===== config.mk =====
export PLATFORM = sky130hd
export DESIGN_NAME = seconds_clock_timer
export DESIGN_NICKNAME = d
export VERILOG_FILES = /design/src/rtl/tick_gen.v /design/src/rtl/bcd_seconds.v /design/src/rtl/seconds_clock_timer.v
export VERILOG_INCLUDE_DIRS = /design/src /design/src/rtl
export SDC_FILE = /design/constraint.sdc
export NUM_CORES = 1
export LEC_CHECK = 0
export BUFFER_PORTS_ARGS = -buffer_cell sky130_fd_sc_hd__buf_2
export CORE_ASPECT_RATIO = 1.2
export CORE_MARGIN = 2
export CORE_UTILIZATION = 59
export CTS_BUF_LIST = sky130_fd_sc_hd__clkbuf_2
export DETAILED_ROUTE_END_ITERATION = 10
export PLACE_DENSITY_LB_ADDON = 0.12
export REMOVE_ABC_BUFFERS = 1
export SYNTH_ARGS = -nofsm -noshare
export SYNTH_HDL_FRONTEND = slang
export SYNTH_HIERARCHICAL = 1
export SYNTH_SLANG_ARGS = --single-unit

===== constraint.sdc =====
create_clock -name ref_clk -period 2.36 [get_ports ref_clk]
set_input_delay 0.59 -clock ref_clk [delete_from_list [all_inputs] [get_ports ref_clk]]
set_output_delay 0.59 -clock ref_clk [all_outputs]
set_load 0.01 [all_outputs]

===== src/rtl/tick_timer_defs.vh =====
// constants for the seconds clock timer: register addresses, bit positions, reset values
// assumes inclusion by bare name from the design files
`ifndef TICK_TIMER_DEFS_VH
`define TICK_TIMER_DEFS_VH
// register addresses (24-bit i/o space)
`define ADDR_W 24
`define A_PRIO 24'h00FF21
`define A_ENAB 24'h00FF25
`define A_FLAG 24'h00FF29
`define A_CTRL 24'h00FF50
`define A_DIV 24'h00FF51
`define A_SEC 24'h00FF52
// control bits
`define B_RUN 0
`define B_CLR 1
// priority field position in the shared priority register
`define B_PRIO_LO 2
`define B_PRIO_HI 3
// event bits in enable and flag registers: 32hz, 8hz, 2hz, 1hz, minute
`define B_EV_LO 3
`define B_EV_HI 7
`define N_EV 5
// divider taps for 32, 8, 2, 1 hz
`define TAP_32 2
`define TAP_8 4
`define TAP_2 6
`define TAP_1 7
// reset values
`define RST_BYTE 8'h00
`define RST_SEC 7'h00
`define RST_LVL 2'h0
`define RST_EV 5'h00
// bcd limits
`define UNITS_MAX 4'h9
`define TENS_MAX 3'h5
// tick timing
`define CLK_HZ 50000000
`define TICK_HZ 256
`endif


===== src/rtl/tick_gen.v =====
// 256 hz tick generator derived from the low-speed oscillator reference
// assumes ref_clk at the rate in the defs header; ce freezes the count
`timescale 1ns/1ps
`include "tick_timer_defs.vh"
module tick_gen #(
    parameter integer CYCLES = `CLK_HZ / `TICK_HZ
) (
    input wire ref_clk,
    input wire rst,
    input wire ce,
    output reg tick
);
    // cycle counter, wide enough for the default divide
    reg [17:0] cnt_reg;
    ////////////////////////////////////////////////////////////////////////
    // count down and pulse once per period
    always @(posedge ref_clk or posedge rst) begin
        if (rst) begin
            cnt_reg <= 18'h00000;
            tick <= 1'b0;
        end else if (ce) begin
            if (cnt_reg == 18'h00000) begin
                cnt_reg <= CYCLES[17:0] - 18'h00001;
                tick <= 1'b1;
            end else begin
                cnt_reg <= cnt_reg - 18'h00001;
                tick <= 1'b0;
            end
        end
    end
endmodule


===== src/rtl/bcd_seconds.v =====
// 7-bit bcd seconds counter, 0 to 59, with preset and clear
// assumes inc, load and clr are one-cycle pulses from the main timer
`timescale 1ns/1ps
`include "tick_timer_defs.vh"
module bcd_seconds (
    input wire ref_clk,
    input wire rst,
    input wire ce,
    input wire inc,
    input wire load,
    input wire [6:0] load_val,
    input wire clr,
    output reg [6:0] value,
    output wire wrap
);
    // units and tens digits
    wire [3:0] units = value[3:0];
    wire [2:0] tens = value[6:4];
    // overflow past 59
    assign wrap = inc && units == `UNITS_MAX && tens == `TENS_MAX;
    ////////////////////////////////////////////////////////////////////////
    // counter update: clear, then preset, then count
    always @(posedge ref_clk or posedge rst) begin
        if (rst) begin
            value <= `RST_SEC;
        end else if (ce) begin
            if (clr) begin
                value <= `RST_SEC;
            end else if (load) begin
                value <= load_val;
            end else if (inc) begin
                if (units != `UNITS_MAX) begin
                    value <= {tens, units + 4'h1};
                end else if (tens != `TENS_MAX) begin
                    value <= {tens + 3'h1, 4'h0};
                end else begin
                    value <= `RST_SEC;
                end
            end
        end
    end
endmodule


===== src/rtl/seconds_clock_timer.v =====
// seconds clock timer: 8-bit divider, bcd seconds counter, event flags, irq level
// assumes a cpu-side register port with one-cycle strobes and read data one cycle later
// Function
// - divider register read-only, bit0 128hz tap
// - divider writes are ignored
// - divider clears at reset
// - seconds: bcd tens bits6-4, units 3-0
// - seconds write loads the counter
// - seconds write also clears divider
// - overflow wraps to zero, not preset
// - seconds counter clears at reset
// - clear bit one clears both counters
// - running timer resumes at once after clear
// - stopped timer holds zero after clear
// - clear bit write-only, reads zero
// - five enable bits 7-3, reset zero
// - five flags bits 7-3, reset zero
// - run bit starts, stop keeps count
// - divider steps at 256hz, feeds seconds
// - flags set on tap falls, minute overflow
// - two-bit priority gives interrupt level
//
// Design decision made here: the strobed register port.
`timescale 1ns/1ps
`include "tick_timer_defs.vh"
module seconds_clock_timer #(
    parameter integer TICK_CYCLES = `CLK_HZ / `TICK_HZ
) (
    input wire ref_clk,
    input wire rst,
    input wire ce,
    input wire [23:0] addr,
    input wire [7:0] wdata,
    input wire wr,
    input wire rd,
    output reg [7:0] rdata,
    output wire [1:0] irq_level,
    output wire irq_req
);
    ////////////////////////////////////////////////////////////////////////
    // state
    reg [7:0] divider_value_reg; // binary divider
    reg run_stop_reg; // run/stop
    reg [1:0] tick_irq_level_reg; // priority field
    reg [`N_EV-1:0] en_reg; // enables, bit0 = 32hz .. bit4 = minute
    reg [`N_EV-1:0] flag_reg; // flags, same order
    reg [`N_EV-1:0] flag_next;
    reg [7:0] div_prev_reg; // previous divider for tap-fall detect
    wire tick; // 256 hz pulse
    wire [6:0] seconds_value;
    wire sec_wrap;
    ////////////////////////////////////////////////////////////////////////
    // register decode
    wire wr_prio = wr && addr == `A_PRIO;
    wire wr_enab = wr && addr == `A_ENAB;
    wire wr_flag = wr && addr == `A_FLAG;
    wire wr_ctrl = wr && addr == `A_CTRL;
    wire wr_sec = wr && addr == `A_SEC;
    // clear strobe from the write-only bit
    wire timer_clear = wr_ctrl && wdata[`B_CLR];
    // divider advances only while running
    wire step = tick && run_stop_reg;
    // divider overflow feeds the seconds counter
    wire div_carry = step && divider_value_reg == 8'hFF;
    ////////////////////////////////////////////////////////////////////////
    // tick source
    tick_gen #(
        .CYCLES(TICK_CYCLES)
    ) u_tick (
        .ref_clk(ref_clk),
        .rst(rst),
        .ce(ce),
        .tick(tick)
    );
    ////////////////////////////////////////////////////////////////////////
    // seconds counter
    bcd_seconds u_sec (
        .ref_clk(ref_clk),
        .rst(rst),
        .ce(ce),
        .inc(div_carry),
        .load(wr_sec),
        .load_val(wdata[6:0]),
        .clr(timer_clear),
        .value(seconds_value),
        .wrap(sec_wrap)
    );
    ////////////////////////////////////////////////////////////////////////
    // divider: clear or preset clears, else counts on step
    always @(posedge ref_clk or posedge rst) begin
        if (rst) begin
            divider_value_reg <= `RST_BYTE;
        end else if (ce) begin
            if (timer_clear) begin
                divider_value_reg <= `RST_BYTE;
            end else if (wr_sec) begin
                divider_value_reg <= `RST_BYTE;
            end else if (step) begin
                divider_value_reg <= divider_value_reg + 8'h01;
            end
        end
    end
    ////////////////////////////////////////////////////////////////////////
    // control, priority and enable registers
    always @(posedge ref_clk or posedge rst) begin
        if (rst) begin
            run_stop_reg <= 1'b0;
            tick_irq_level_reg <= `RST_LVL;
            en_reg <= `RST_EV;
        end else if (ce) begin
            if (wr_ctrl) begin
                run_stop_reg <= wdata[`B_RUN];
            end
            if (wr_prio) begin
                tick_irq_level_reg <= wdata[`B_PRIO_HI:`B_PRIO_LO];
            end
            if (wr_enab) begin
                en_reg <= wdata[`B_EV_HI:`B_EV_LO];
            end
        end
    end
    ////////////////////////////////////////////////////////////////////////
    // tap-fall events; a clear to zero also counts as a fall of a high tap
    wire [7:0] div_fall = div_prev_reg & ~divider_value_reg;
    wire [`N_EV-1:0] ev_set = {sec_wrap && div_carry, div_fall[`TAP_1], div_fall[`TAP_2],
        div_fall[`TAP_8], div_fall[`TAP_32]};
    // set wins over the write-one clear
    always @* begin
        flag_next = flag_reg;
        if (wr_flag) begin
            flag_next = flag_reg & ~wdata[`B_EV_HI:`B_EV_LO];
        end
        flag_next = flag_next | ev_set;
    end
    // flag and previous-divider registers
    always @(posedge ref_clk or posedge rst) begin
        if (rst) begin
            flag_reg <= `RST_EV;
            div_prev_reg <= `RST_BYTE;
        end else if (ce) begin
            flag_reg <= flag_next;
            div_prev_reg <= divider_value_reg;
        end
    end
    ////////////////////////////////////////////////////////////////////////
    // interrupt request toward the cpu
    assign irq_req = |(flag_reg & en_reg) && tick_irq_level_reg != `RST_LVL;
    assign irq_level = irq_req ? tick_irq_level_reg : `RST_LVL;
    ////////////////////////////////////////////////////////////////////////
    // read mux, data one cycle after the strobe
    always @(posedge ref_clk or posedge rst) begin
        if (rst) begin
            rdata <= `RST_BYTE;
        end else if (ce) begin
            if (!rd) begin
                rdata <= `RST_BYTE;
            end else if (addr == `A_PRIO) begin
                rdata <= {4'h0, tick_irq_level_reg, 2'h0};
            end else if (addr == `A_ENAB) begin
                rdata <= {en_reg, 3'h0};
            end else if (addr == `A_FLAG) begin
                rdata <= {flag_reg, 3'h0};
            end else if (addr == `A_CTRL) begin
                rdata <= {7'h00, run_stop_reg};
            end else if (addr == `A_DIV) begin
                rdata <= divider_value_reg;
            end else if (addr == `A_SEC) begin
                rdata <= {1'b0, seconds_value};
            end else begin
                rdata <= `RST_BYTE;
            end
        end
    end
endmodule


# After elaboration in Yosys (flattened, before gate mapping)
# Cells that the tools add are included.
# W data, S select, Z words.
[word_totals]
regBits = 63
latch_bits = 0
mem_bits_rw = 0
mem_bits_ro = 0
in_bits = 37
out_inout_bits = 11
wordCells = 75
memories = 0
[op_classes]
add_sub_neg = 4
multipliers = 0
div_mod_pow = 0
order_cmp = 0
n_eq_ne = 12
shifts = 0
n_mux = 19
n_bitwise = 6
reduce_logical = 23
[ops]
columns = ["op", "count"]
rows = [
  ["$eq A24 B16 Y1 const B", 6],
  ["$mux W8", 9],
  ["$mux W7", 6],
  ["$logic_not A18 Y1", 1],
  ["$mux W18", 1],
  ["$sub A18 B1 Y18 const B", 1],
  ["$logic_and A1 B1 Y1", 12],
  ["$and A5 B5 Y5", 2],
  ["$reduce_and A2 Y1", 5],
  ["$add A8 B1 Y8 const B", 1],
  ["$and A8 B8 Y8", 1],
  ["$eq A8 B8 Y1 const B", 1],
  ["$not A8 Y8", 1],
  ["$reduce_bool A3 Y1", 2],
  ["$mux W5", 1],
  ["$not A5 Y5", 1],
  ["$or A5 B5 Y5", 1],
  ["$reduce_or A5 Y1", 1],
  ["$add A4 B1 Y4 const B", 1],
  ["$eq A4 B4 Y1 const B", 1],
  ["$ne A4 B4 Y1 const B", 1],
  ["$add A3 B1 Y3 const B", 1],
  ["$eq A3 B3 Y1 const B", 1],
  ["$ne A3 B2 Y1 const B", 1],
  ["5 further kinds", 5],
]

# Logic depth before layout (Yosys ltp)
# Gate-level depths: netlist (run 1).
[depth]
word_depth = 8
depth_mapped = 9
depth_no_buf = 8

# Cells and area by module
# Netlist (run 1), hierarchy kept.
[by_module_without_submodules]
columns = ["mod", "instances", "cells_per_inst", "area_per_inst_um2", "seq_area_each_um2"]
rows = [
  ["seconds_clock_timer", 1, 191, 1906.8, 825.8],
  ["tick_gen", 1, 89, 984.7, 475.5],
  ["bcd_seconds", 1, 59, 484.2, 175.2],
]

# Worst setup path after synthesis (run 1)
# OpenSTA, ideal clock, no wires.
[synth_timing]
path_kind = "input -> register"
start = "in addr[17]"
end = "reg u_sec.value[1]"
setup_time_ps = 110
arrival_ps = 2545
t_required_ps = 2250
path_slack_ps = -295
cell_stages = 7
path_buffers = 0
cell_sequence = "nor4_4 nand3_2 or4_4 nor3_1 or2_1 o21ai_2 o41ai_1"
[synth_via]
elab_chain_cells = 5
elab_cells_between_ends = 9
cone_classes = "eq/ne (2); mux (2); reduce/logical (5)"
[synth_lines]
columns = ["element", "line", "text"]
rows = [
  ["from (decl)", "seconds_clock_timer.v:32", "input wire [23:0] addr,"],
  ["$eq A24 B16 Y1 (no source line) *", "n/a", ""],
  ["$logic_and A1 B1 Y1 (no source line) *", "n/a", ""],
  ["$logic_and A1 B1 Y1 *", "seconds_clock_timer.v:60", "wire timer_clear = wr_ctrl && wdata[`B_CLR];"],
  ["via timer_clear", "seconds_clock_timer.v:60", ""],
  ["$reduce_bool A3 Y1 (no source line)", "n/a", ""],
  ["$reduce_and A2 Y1 (no source line)", "n/a", ""],
  ["to (signal assigned)", "bcd_seconds.v:33", "value <= {tens, units + 4'h1};"],
  ["to (signal assigned)", "bcd_seconds.v:35", "value <= {tens + 3'h1, 4'h0};"],
  ["to (signal assigned)", "bcd_seconds.v:37", "value <= `RST_SEC;"],
  ["to (decl)", "bcd_seconds.v:13", "output reg [6:0] value,"],
]
# Mark *: on every way through the listed nets, which the timed path passes. The rest lies on a longest branch.
# A chain may end at the register's enable or synchronous reset.

# Final worst setup path (run 1)
[layout_timing]
start = "reg flag_reg[4]"
end = "out irq_req"
[layout_via]
elab_chain_cells = 3
[layout_lines]
columns = ["element", "line", "text"]
rows = [
  ["from (decl)", "seconds_clock_timer.v:46", "reg [`N_EV-1:0] flag_reg;"],
  ["from (signal assigned)", "seconds_clock_timer.v:138", "flag_reg <= `RST_EV;"],
  ["from (signal assigned)", "seconds_clock_timer.v:141", "flag_reg <= flag_next;"],
  ["$and A5 B5 Y5", "seconds_clock_timer.v:147", "assign irq_req = |(flag_reg & en_reg) && tick_irq_level_reg != `RST_LVL;"],
  ["$reduce_or A5 Y1", "seconds_clock_timer.v:147", ""],
  ["$logic_and A1 B1 Y1 (no source line)", "n/a", ""],
  ["to (decl)", "seconds_clock_timer.v:38", "output wire irq_req"],
]
# Every way passes these cells.

==> results.md, run 1 <==
* Number of buffer and inverter stages on the critical path at 1
* Hold crit path type: input pin to register
* Delay of the slowest cell on the worst path at around 0.42 ns
* Synth Area per Inst at 9.96 um^2
* Post-route ant nets at 0
* Horiz. Die Dim at approximately 73 um
* DR WL met3 at 340 um
* Drt drc at 0
* Combined area of all synthesized cells at approximately 0.0034 mm^2
* Final worst-path setup slack at -0.153 ns
* Die footprint at between 0.006 and 0.007 mm^2
* Area share of xor/xnor cells in the synthesized design at 0.0519
* Number of iterations in the first detailed-routing pass at 4
* Simple-Gate Fraction of Synth Area at 0.284
* Total Power Consumption at 2.56 mW
* DR vias at 2,968
* Number of antenna diodes at 0
* Area fraction in compound gates after synthesis at 0.146
* Critical Path RT at approximately 1.8 ns
* Ratio of total power to cell area at 621 mW/mm^2
* Worst path cell trace: a222oi_1, nand2_1, and2_4, or2_4, buf_6
* Max stage delay cell, worst path: dfrtp_1
* Synth Flop Type: dfrtp_1
* Count of fill cells added during filler insertion at ~400
* Number of global-route vias before repair at roughly 3,000
* Syn. warnings at 6
* Total Routed Length at ~8600 um
* Minimum clock period at around 2.5 ns
* Maximum number of pins on one net before global-route repair at 34
* Max-cap viol count at 0
* Utilization after layout at 0.738
* Post-synth cell types at between 60 and 70
* Signed area change from the synthesized netlist to the final layout at 22.3%
* Rel. slew slack at 0.515
* Failing checks: negative setup slack
* Initial standard-cell utilization of the core at 0.604
* Number of enable-type register cells in the synthesized netlist at 0
* Mean routed wirelength per cell at roughly 17 um
* Maximum clock frequency at 398 MHz
* Global-route wire length before repair at 14,000 um
* Global-route usage over all layers at 0.291
* Maximum number of buffers from clock root to sink at 2
* Number of input and output port buffers inserted at 47
* Proportion of register bits with asynchronous set or reset after synthesis at 1.00
* Crit-path leading delay family: simple AND/OR/NAND/NOR gates
* RSZ-0062 raised after global routing: true
* Initial antenna violation count at 0
* Metal2 WL at 4490 um
* Flip-flop and latch count after synthesis at 59
* Routability congestion estimate from global placement at around 0.91
* Total non-filler cell area in the finished layout at 0.00413 mm^2
* Top layer in use: met4
* Worst-case clock skew at 0.0284 ns
* Multiplexer fraction of the synthesized cell area at 0.0430
* Sink Count at 59
* Final number of max-transition violations at 0
* Commonest non-fill, non-tap cells in the layout: dfrtp_1, buf_2, buf_4
* Combinational family with the most area after synthesis: simple AND/OR/NAND/NOR gates
* Clk Latency, worst-skew pair at 0.50 ns
* Most common library cell in the layout ignoring fill and taps: dfrtp_1
* Post-detail-place hpwl at approximately 6600 um
* Largest fanout on the critical path at 2
* Setup crit end kind: output port
* Worst-case vdd ir drop at about 0.33 mV
* CTS Root Buffer Type: clkbuf_2
* Clk pin slew, worst setup/hold paths at 0.17 ns
* Number of buffers added by the clock tree synthesis step at 9
* Max reg flops at 18
* Final #Nets at ~470
* Lkg Pwr at between 1.5 and 2 nW
* Per-cell via count in the routed design at approximately 6.0
* Critical setup path kind: register to output port
* Arithmetic-cell share of the synthesized area counting full adders, half adders and majority gates at 0.00741
* Final Hold Violating Endpoints at 0
* Row Count at 30
* Gate Count Post-Synth at ~340
* Initial DRC Count at 217
* Dpl cell area at 0.00392 mm^2
* Met1 routed wirelength after detailed routing at 3530 um
* Part of the cycle the worst path needs at 1.06
* Fraction of layout cells with a size suffix above 1 at 0.307
* CORE AREA at between 0.005 and 0.006 mm^2
* Htree depth at 3
* Count of final setup violators at 2
* Status: complete, but fails checks
* Clock tree from TritonCTS: yes
* Sequential fraction of the synthesis area at 0.437
* Die Y-Extent at approximately 87 um
* WP data arrival at roughly 1.9 ns
* Top-level port count at 48
* Total gr overflow at 0
* Sum of negative setup slack at -0.278 ns
* Critical Path Start Type: register
* Slew at the pin closest to its max-slew limit at 0.727 ns
==> cells in the mapped netlist, drive strengths merged (4+ instances only) <==
| cell | count | area (um^2) |
|---|---|---|
| nor2 | 23 | 86.3 |
| inv | 15 | 56.3 |
| clkbuf | 6 | 22.5 |
| nor2b | 11 | 68.8 |
| and2 | 4 | 25.0 |
| nand3 | 21 | 110 |
| xor2 | 5 | 43.8 |
| a21o | 7 | 52.6 |
| and3 | 4 | 25.0 |
| or4 | 4 | 41.3 |
| nor4 | 11 | 120 |
| dfrtp | 59 | 1480 |
| xnor2 | 15 | 131 |
| a222oi | 4 | 40.0 |
| a21oi | 4 | 20.0 |
| nand4 | 7 | 43.8 |
| or3 | 5 | 36.3 |
| a32o | 5 | 50.1 |
| mux2 | 12 | 135 |
| o21ai | 14 | 73.8 |
| nand2b | 5 | 31.3 |
| nand2 | 35 | 134 |
| nor3 | 12 | 70.1 |
| a22oi | 9 | 67.6 |
==> final timing paths <==
check | start | end | slack [ns] | cells after the start
worst min register to register | u_tick/cnt_reg[16]$_DFFE_PP0P_ | u_tick/cnt_reg[16]$_DFFE_PP0P_ | 0.48 | 1
max in group asynchronous | rst | u_tick/cnt_reg[10]$_DFFE_PP0P_ | 1.13 | 3
worst max-delay path | flag_reg[4]$_DFFE_PP0P_ | irq_req | -0.15 | 5
min in group asynchronous | rst | u_sec/value[6]$_DFFE_PP0P_ | 0.57 | 3
worst max register to register | divider_value_reg[4]$_DFFE_PP0P_ | flag_reg[4]$_DFFE_PP0P_ | 0.19 | 8
worst min-delay path | wdata[2] | tick_irq_level_reg[0]$_DFFE_PP0P_ | 0.36 | 2
==> routing by layer <==
layer | vias to the layer above | global-route usage
met2 | 90 | 0.502
li1 | 1437 | -
met1 | 1421 | 0.338
met4 | 0 | 0.140
met3 | 20 | 0.0637
met5 | - | 0
==> final cells by class <==
cell class,count,area (um^2),area share
multi-input combinational,256,1810,0.439
sequential,59,1480,0.358
timing repair buffer,87,573,0.139
clock inverter,6,81.3,0.0197
tap,64,80.1,0.0194
inverter,16,60.1,0.0145
clock buffer,9,45.0,0.0109
==> cell families (layout without fill, tap and decap cells) <==
group | Yosys count | count (layout)
multiplexers | 13 | 13
XOR/XNOR | 20 | 20
AND/OR/NAND/NOR | 156 | 156
buffers and inverters | 24 | 118
flip-flops | 59 | 59
AO/OA/AOI/OAI | 65 | 65
adder cells (fa/ha/maj) | 2 | 2
==> timing repair <==
action                                 in CTS  in global routing
hold buffers                                0                  1
buffers inserted                            3                  2
gates cloned                                0                  0
pin swaps                                   5                  0
resized for setup                           4                  3
endpoints found under the hold margin       0                  4
setup endpoints to repair                   1                  3
==> report_power, final <==
group | internal [mW] | leakage (nW) | switching (mW)
sequential | 1.14 | 0.780 | 0.201
combinational | 0.245 | 1.04 | 0.266
clock | 0.339 | 0.0768 | 0.374
==> metrics by stage <==
step,cells,hold WS (ns),worst slack (ns)
after global routing,497,0.308,-0.235
after CTS,494,0.000665,-0.169
after detailed placement,476,0.465,-0.239
after global placement,476,0.467,-0.142
final,497,0.356,-0.153
after floorplan,331,0.393,-0.482
(Power assumes the default switching activity.)
==> inputs of run 2 (changes only) <==
--- a/config.mk
+++ b/config.mk
@@ -15,4 +15,5 @@
 export PLACE_DENSITY_LB_ADDON = 0.12
 export REMOVE_ABC_BUFFERS = 1
+export SLEW_MARGIN = 20
 export SYNTH_ARGS = -nofsm -noshare
 export SYNTH_HDL_FRONTEND = slang
==> constraint.sdc (replaced) <==
create_clock -name ref_clk -period 2.36 [get_ports ref_clk]
set_input_delay 0.59 -clock ref_clk [delete_from_list [all_inputs] [get_ports ref_clk]]
set_output_delay 0.59 -clock ref_clk [all_outputs]
set_load 0.1 [all_outputs]
==> run 2 against run 1 <==
Net effect:
- the run still ends with negative setup slack left
- sequential cell count unchanged
- critical path depth unchanged
- clock-buffer cell count unchanged
- setup slack got worse by 0.051 ns
- die area unchanged
- sequential share of layout area increased by 0.065 points
- combinational power about the same
- largest cell class unchanged
- clock power about the same
- register-to-register slack got worse by 0.02 ns
- largest power group unchanged
- worst hold slack got worse by 0.0022 ns
- wire length decreased by 0.53%
==> results.md, run 2 (synthesis results as in run 1) <==
* Commonest non-fill, non-tap cells in the layout: dfrtp_1, buf_2, buf_4
* Largest fanout on the critical path at 2 (unchanged)
* RSZ-0062 raised after global routing: true
* Horiz. Die Dim at 73.1 um (unchanged)
* Startpoint of the most critical register-to-register path: divider_value_reg[4]$_DFFE_PP0P_
* Per-cell via count in the routed design at 6.08 (+1.9%)
* Number of input and output port buffers inserted at 47 (unchanged)
* Hold slack at 0.354 ns (-0.00219 ns)
* Number of global-route vias before repair at 2,978 (-0.20%)
* Failing checks: negative setup slack
* Clk pin slew, worst setup/hold paths at 0.17 ns (about the same)
* Ratio of total power to cell area at 623 mW/mm^2 (+0.24%)
* Initial antenna violation count at 0 (unchanged)
* Total Power Consumption at 2.57 mW (about the same)
* Post-detail-place hpwl at 6570 um (unchanged)
* Post-route ant nets at 0 (unchanged)
* Global-route wire length before repair at 13,900 um (-0.15%)
* Htree depth at 3 (unchanged)
* Most common library cell in the layout ignoring fill and taps: dfrtp_1
* Count of final setup violators at 2 (unchanged)
* Critical setup path kind: register to output port
* Die footprint at 0.00635 mm^2 (unchanged)
* CTS Root Buffer Type: clkbuf_2
* Total Routed Length at 8590 um (-0.53%)
* CORE AREA at 0.00559 mm^2 (unchanged)
* Source of the worst hold timing path: wdata[2]
* Setup crit end kind: output port
* Number of antenna diodes at 0 (unchanged)
* Sink Count at 59 (unchanged)
* Die Y-Extent at 86.9 um (unchanged)
* Global-route usage over all layers at 0.290 (-0.000728)
* Top-level port count at 48 (unchanged)
* Routability congestion estimate from global placement at 0.909 (unchanged)
* Critical Path RT at 1.77 ns (about the same)
* Fraction of layout cells with a size suffix above 1 at 0.304 (-0.00322)
* Number of iterations in the first detailed-routing pass at 5 (+1)
* Initial standard-cell utilization of the core at 0.604 (unchanged)
* Maximum number of buffers from clock root to sink at 2 (unchanged)
* Worst slack at placement at -0.239 ns (unchanged)
* Final Hold Violating Endpoints at 0 (unchanged)
* Minimum clock period at 2.56 ns (+0.0510 ns)
* Max-cap viol count at 0 (unchanged)
* WP data arrival at 1.97 ns (+0.05 ns)
* Slew at the pin closest to its max-slew limit at 0.721 ns (-0.00669 ns)
* Number of buffers added by the clock tree synthesis step at 9 (unchanged)
* Beginning of the critical path: flag_reg[4]$_DFFE_PP0P_
* Part of the cycle the worst path needs at 1.09 (+0.0216)
* Worst-case vdd ir drop at 0.325 mV (-0.15%)
* Final #Nets at 466 (-0.43%)
* Maximum number of pins on one net before global-route repair at 34 (unchanged)
* Sum of negative setup slack at -0.276 ns (+0.00218 ns)
* Register-to-register setup slack at 0.17 ns (-0.02 ns)
* Final worst-path setup slack at -0.204 ns (-0.0510 ns)
* Final number of max-transition violations at 0 (unchanged)
* Drt drc at 0 (unchanged)
* Maximum clock frequency at 390 MHz (-2.0%)
* DR vias at 3,012 (+1.5%)
* Hold crit path type: input pin to register
* Mean routed wirelength per cell at 17.3 um (-0.13%)
* Signed area change from the synthesized netlist to the final layout at 22.1%
* Critical Path Start Type: register
* Row Count at 30 (unchanged)
* Utilization after layout at 0.737 (-0.00134)
* Clk Latency, worst-skew pair at 0.50 ns (about the same)
* Rel. slew slack at 0.519 (+0.00447)
* Initial DRC Count at 218 (+0.46%)
* Total gr overflow at 0 (unchanged)
* Worst-case clock skew at 0.0290 ns (+0.000646 ns)
* Status: complete, but fails checks
* Max reg flops at 18 (unchanged)
* Clock tree from TritonCTS: yes
* Lkg Pwr at 1.89 nW (-0.43%)
-- run 2: layout make-up --
class                      instances  area (um^2)
clock buffer                       9         45.0
timing repair buffer              85          566
clock inverter                     6         81.3
inverter                          16         60.1
sequential                        59         1480
tap                               64         80.1
multi-input combinational        256         1810
fill                             400         1470
-- run 2: power breakdown --
group | switching, mW | internal (mW) | leakage [nW]
registers | 0.202 | 1.14 | 0.780
logic | 0.267 | 0.245 | 1.03
clock network | 0.374 | 0.339 | 0.0768
-- run 2: timing repair --
action / 4_1_cts / 5_1_grt
buffers inserted: 2 / 1
endpoints found under the hold margin: 0 / 4
cloned: 0 / 0
hold buffers: 0 / 1
pin swaps: 4 / 0
endpoints found under the setup margin: 3 / 3
resized for setup: 10 / 1
-- run 2: routing by layer --
metal | GRT usage | vias up | share of wire
li1 | - | 1436 | -
met1 | 0.338 | 1448 | 0.40
met2 | 0.503 | 105 | 0.52
met3 | 0.0625 | 23 | 0.045
met4 | 0.135 | 0 | 0.031
met5 | 0 | - | 0
-- run 2: path summary, 6_finish.rpt --
check | end | cells past startpoint
worst max register to register | flag_reg[4]$_DFFE_PP0P_ | 8
min in group asynchronous | u_sec/value[6]$_DFFE_PP0P_ | 3
worst max-delay path | irq_req | 5
worst min register to register | u_tick/cnt_reg[16]$_DFFE_PP0P_ | 1
worst min-delay path | tick_irq_level_reg[0]$_DFFE_PP0P_ | 2
max in group asynchronous | u_tick/cnt_reg[10]$_DFFE_PP0P_ | 3
-- run 2: worst max-delay path: stages, from the launching register on --
cell	delay, ns
dfrtp_1	0.42
a222oi_1	0.35
nand2_1	0.13
and2_4	0.16
or2_4	0.25
buf_12	0.16
-- run 2: metrics by stage --
stage	instances	area, um^2
2_1_floorplan	331	3330
3_3_place_gp	476	3920
3_5_place_dp	476	3920
4_1_cts	493	4100
5_1_grt	495	4120
6_report	495	4120
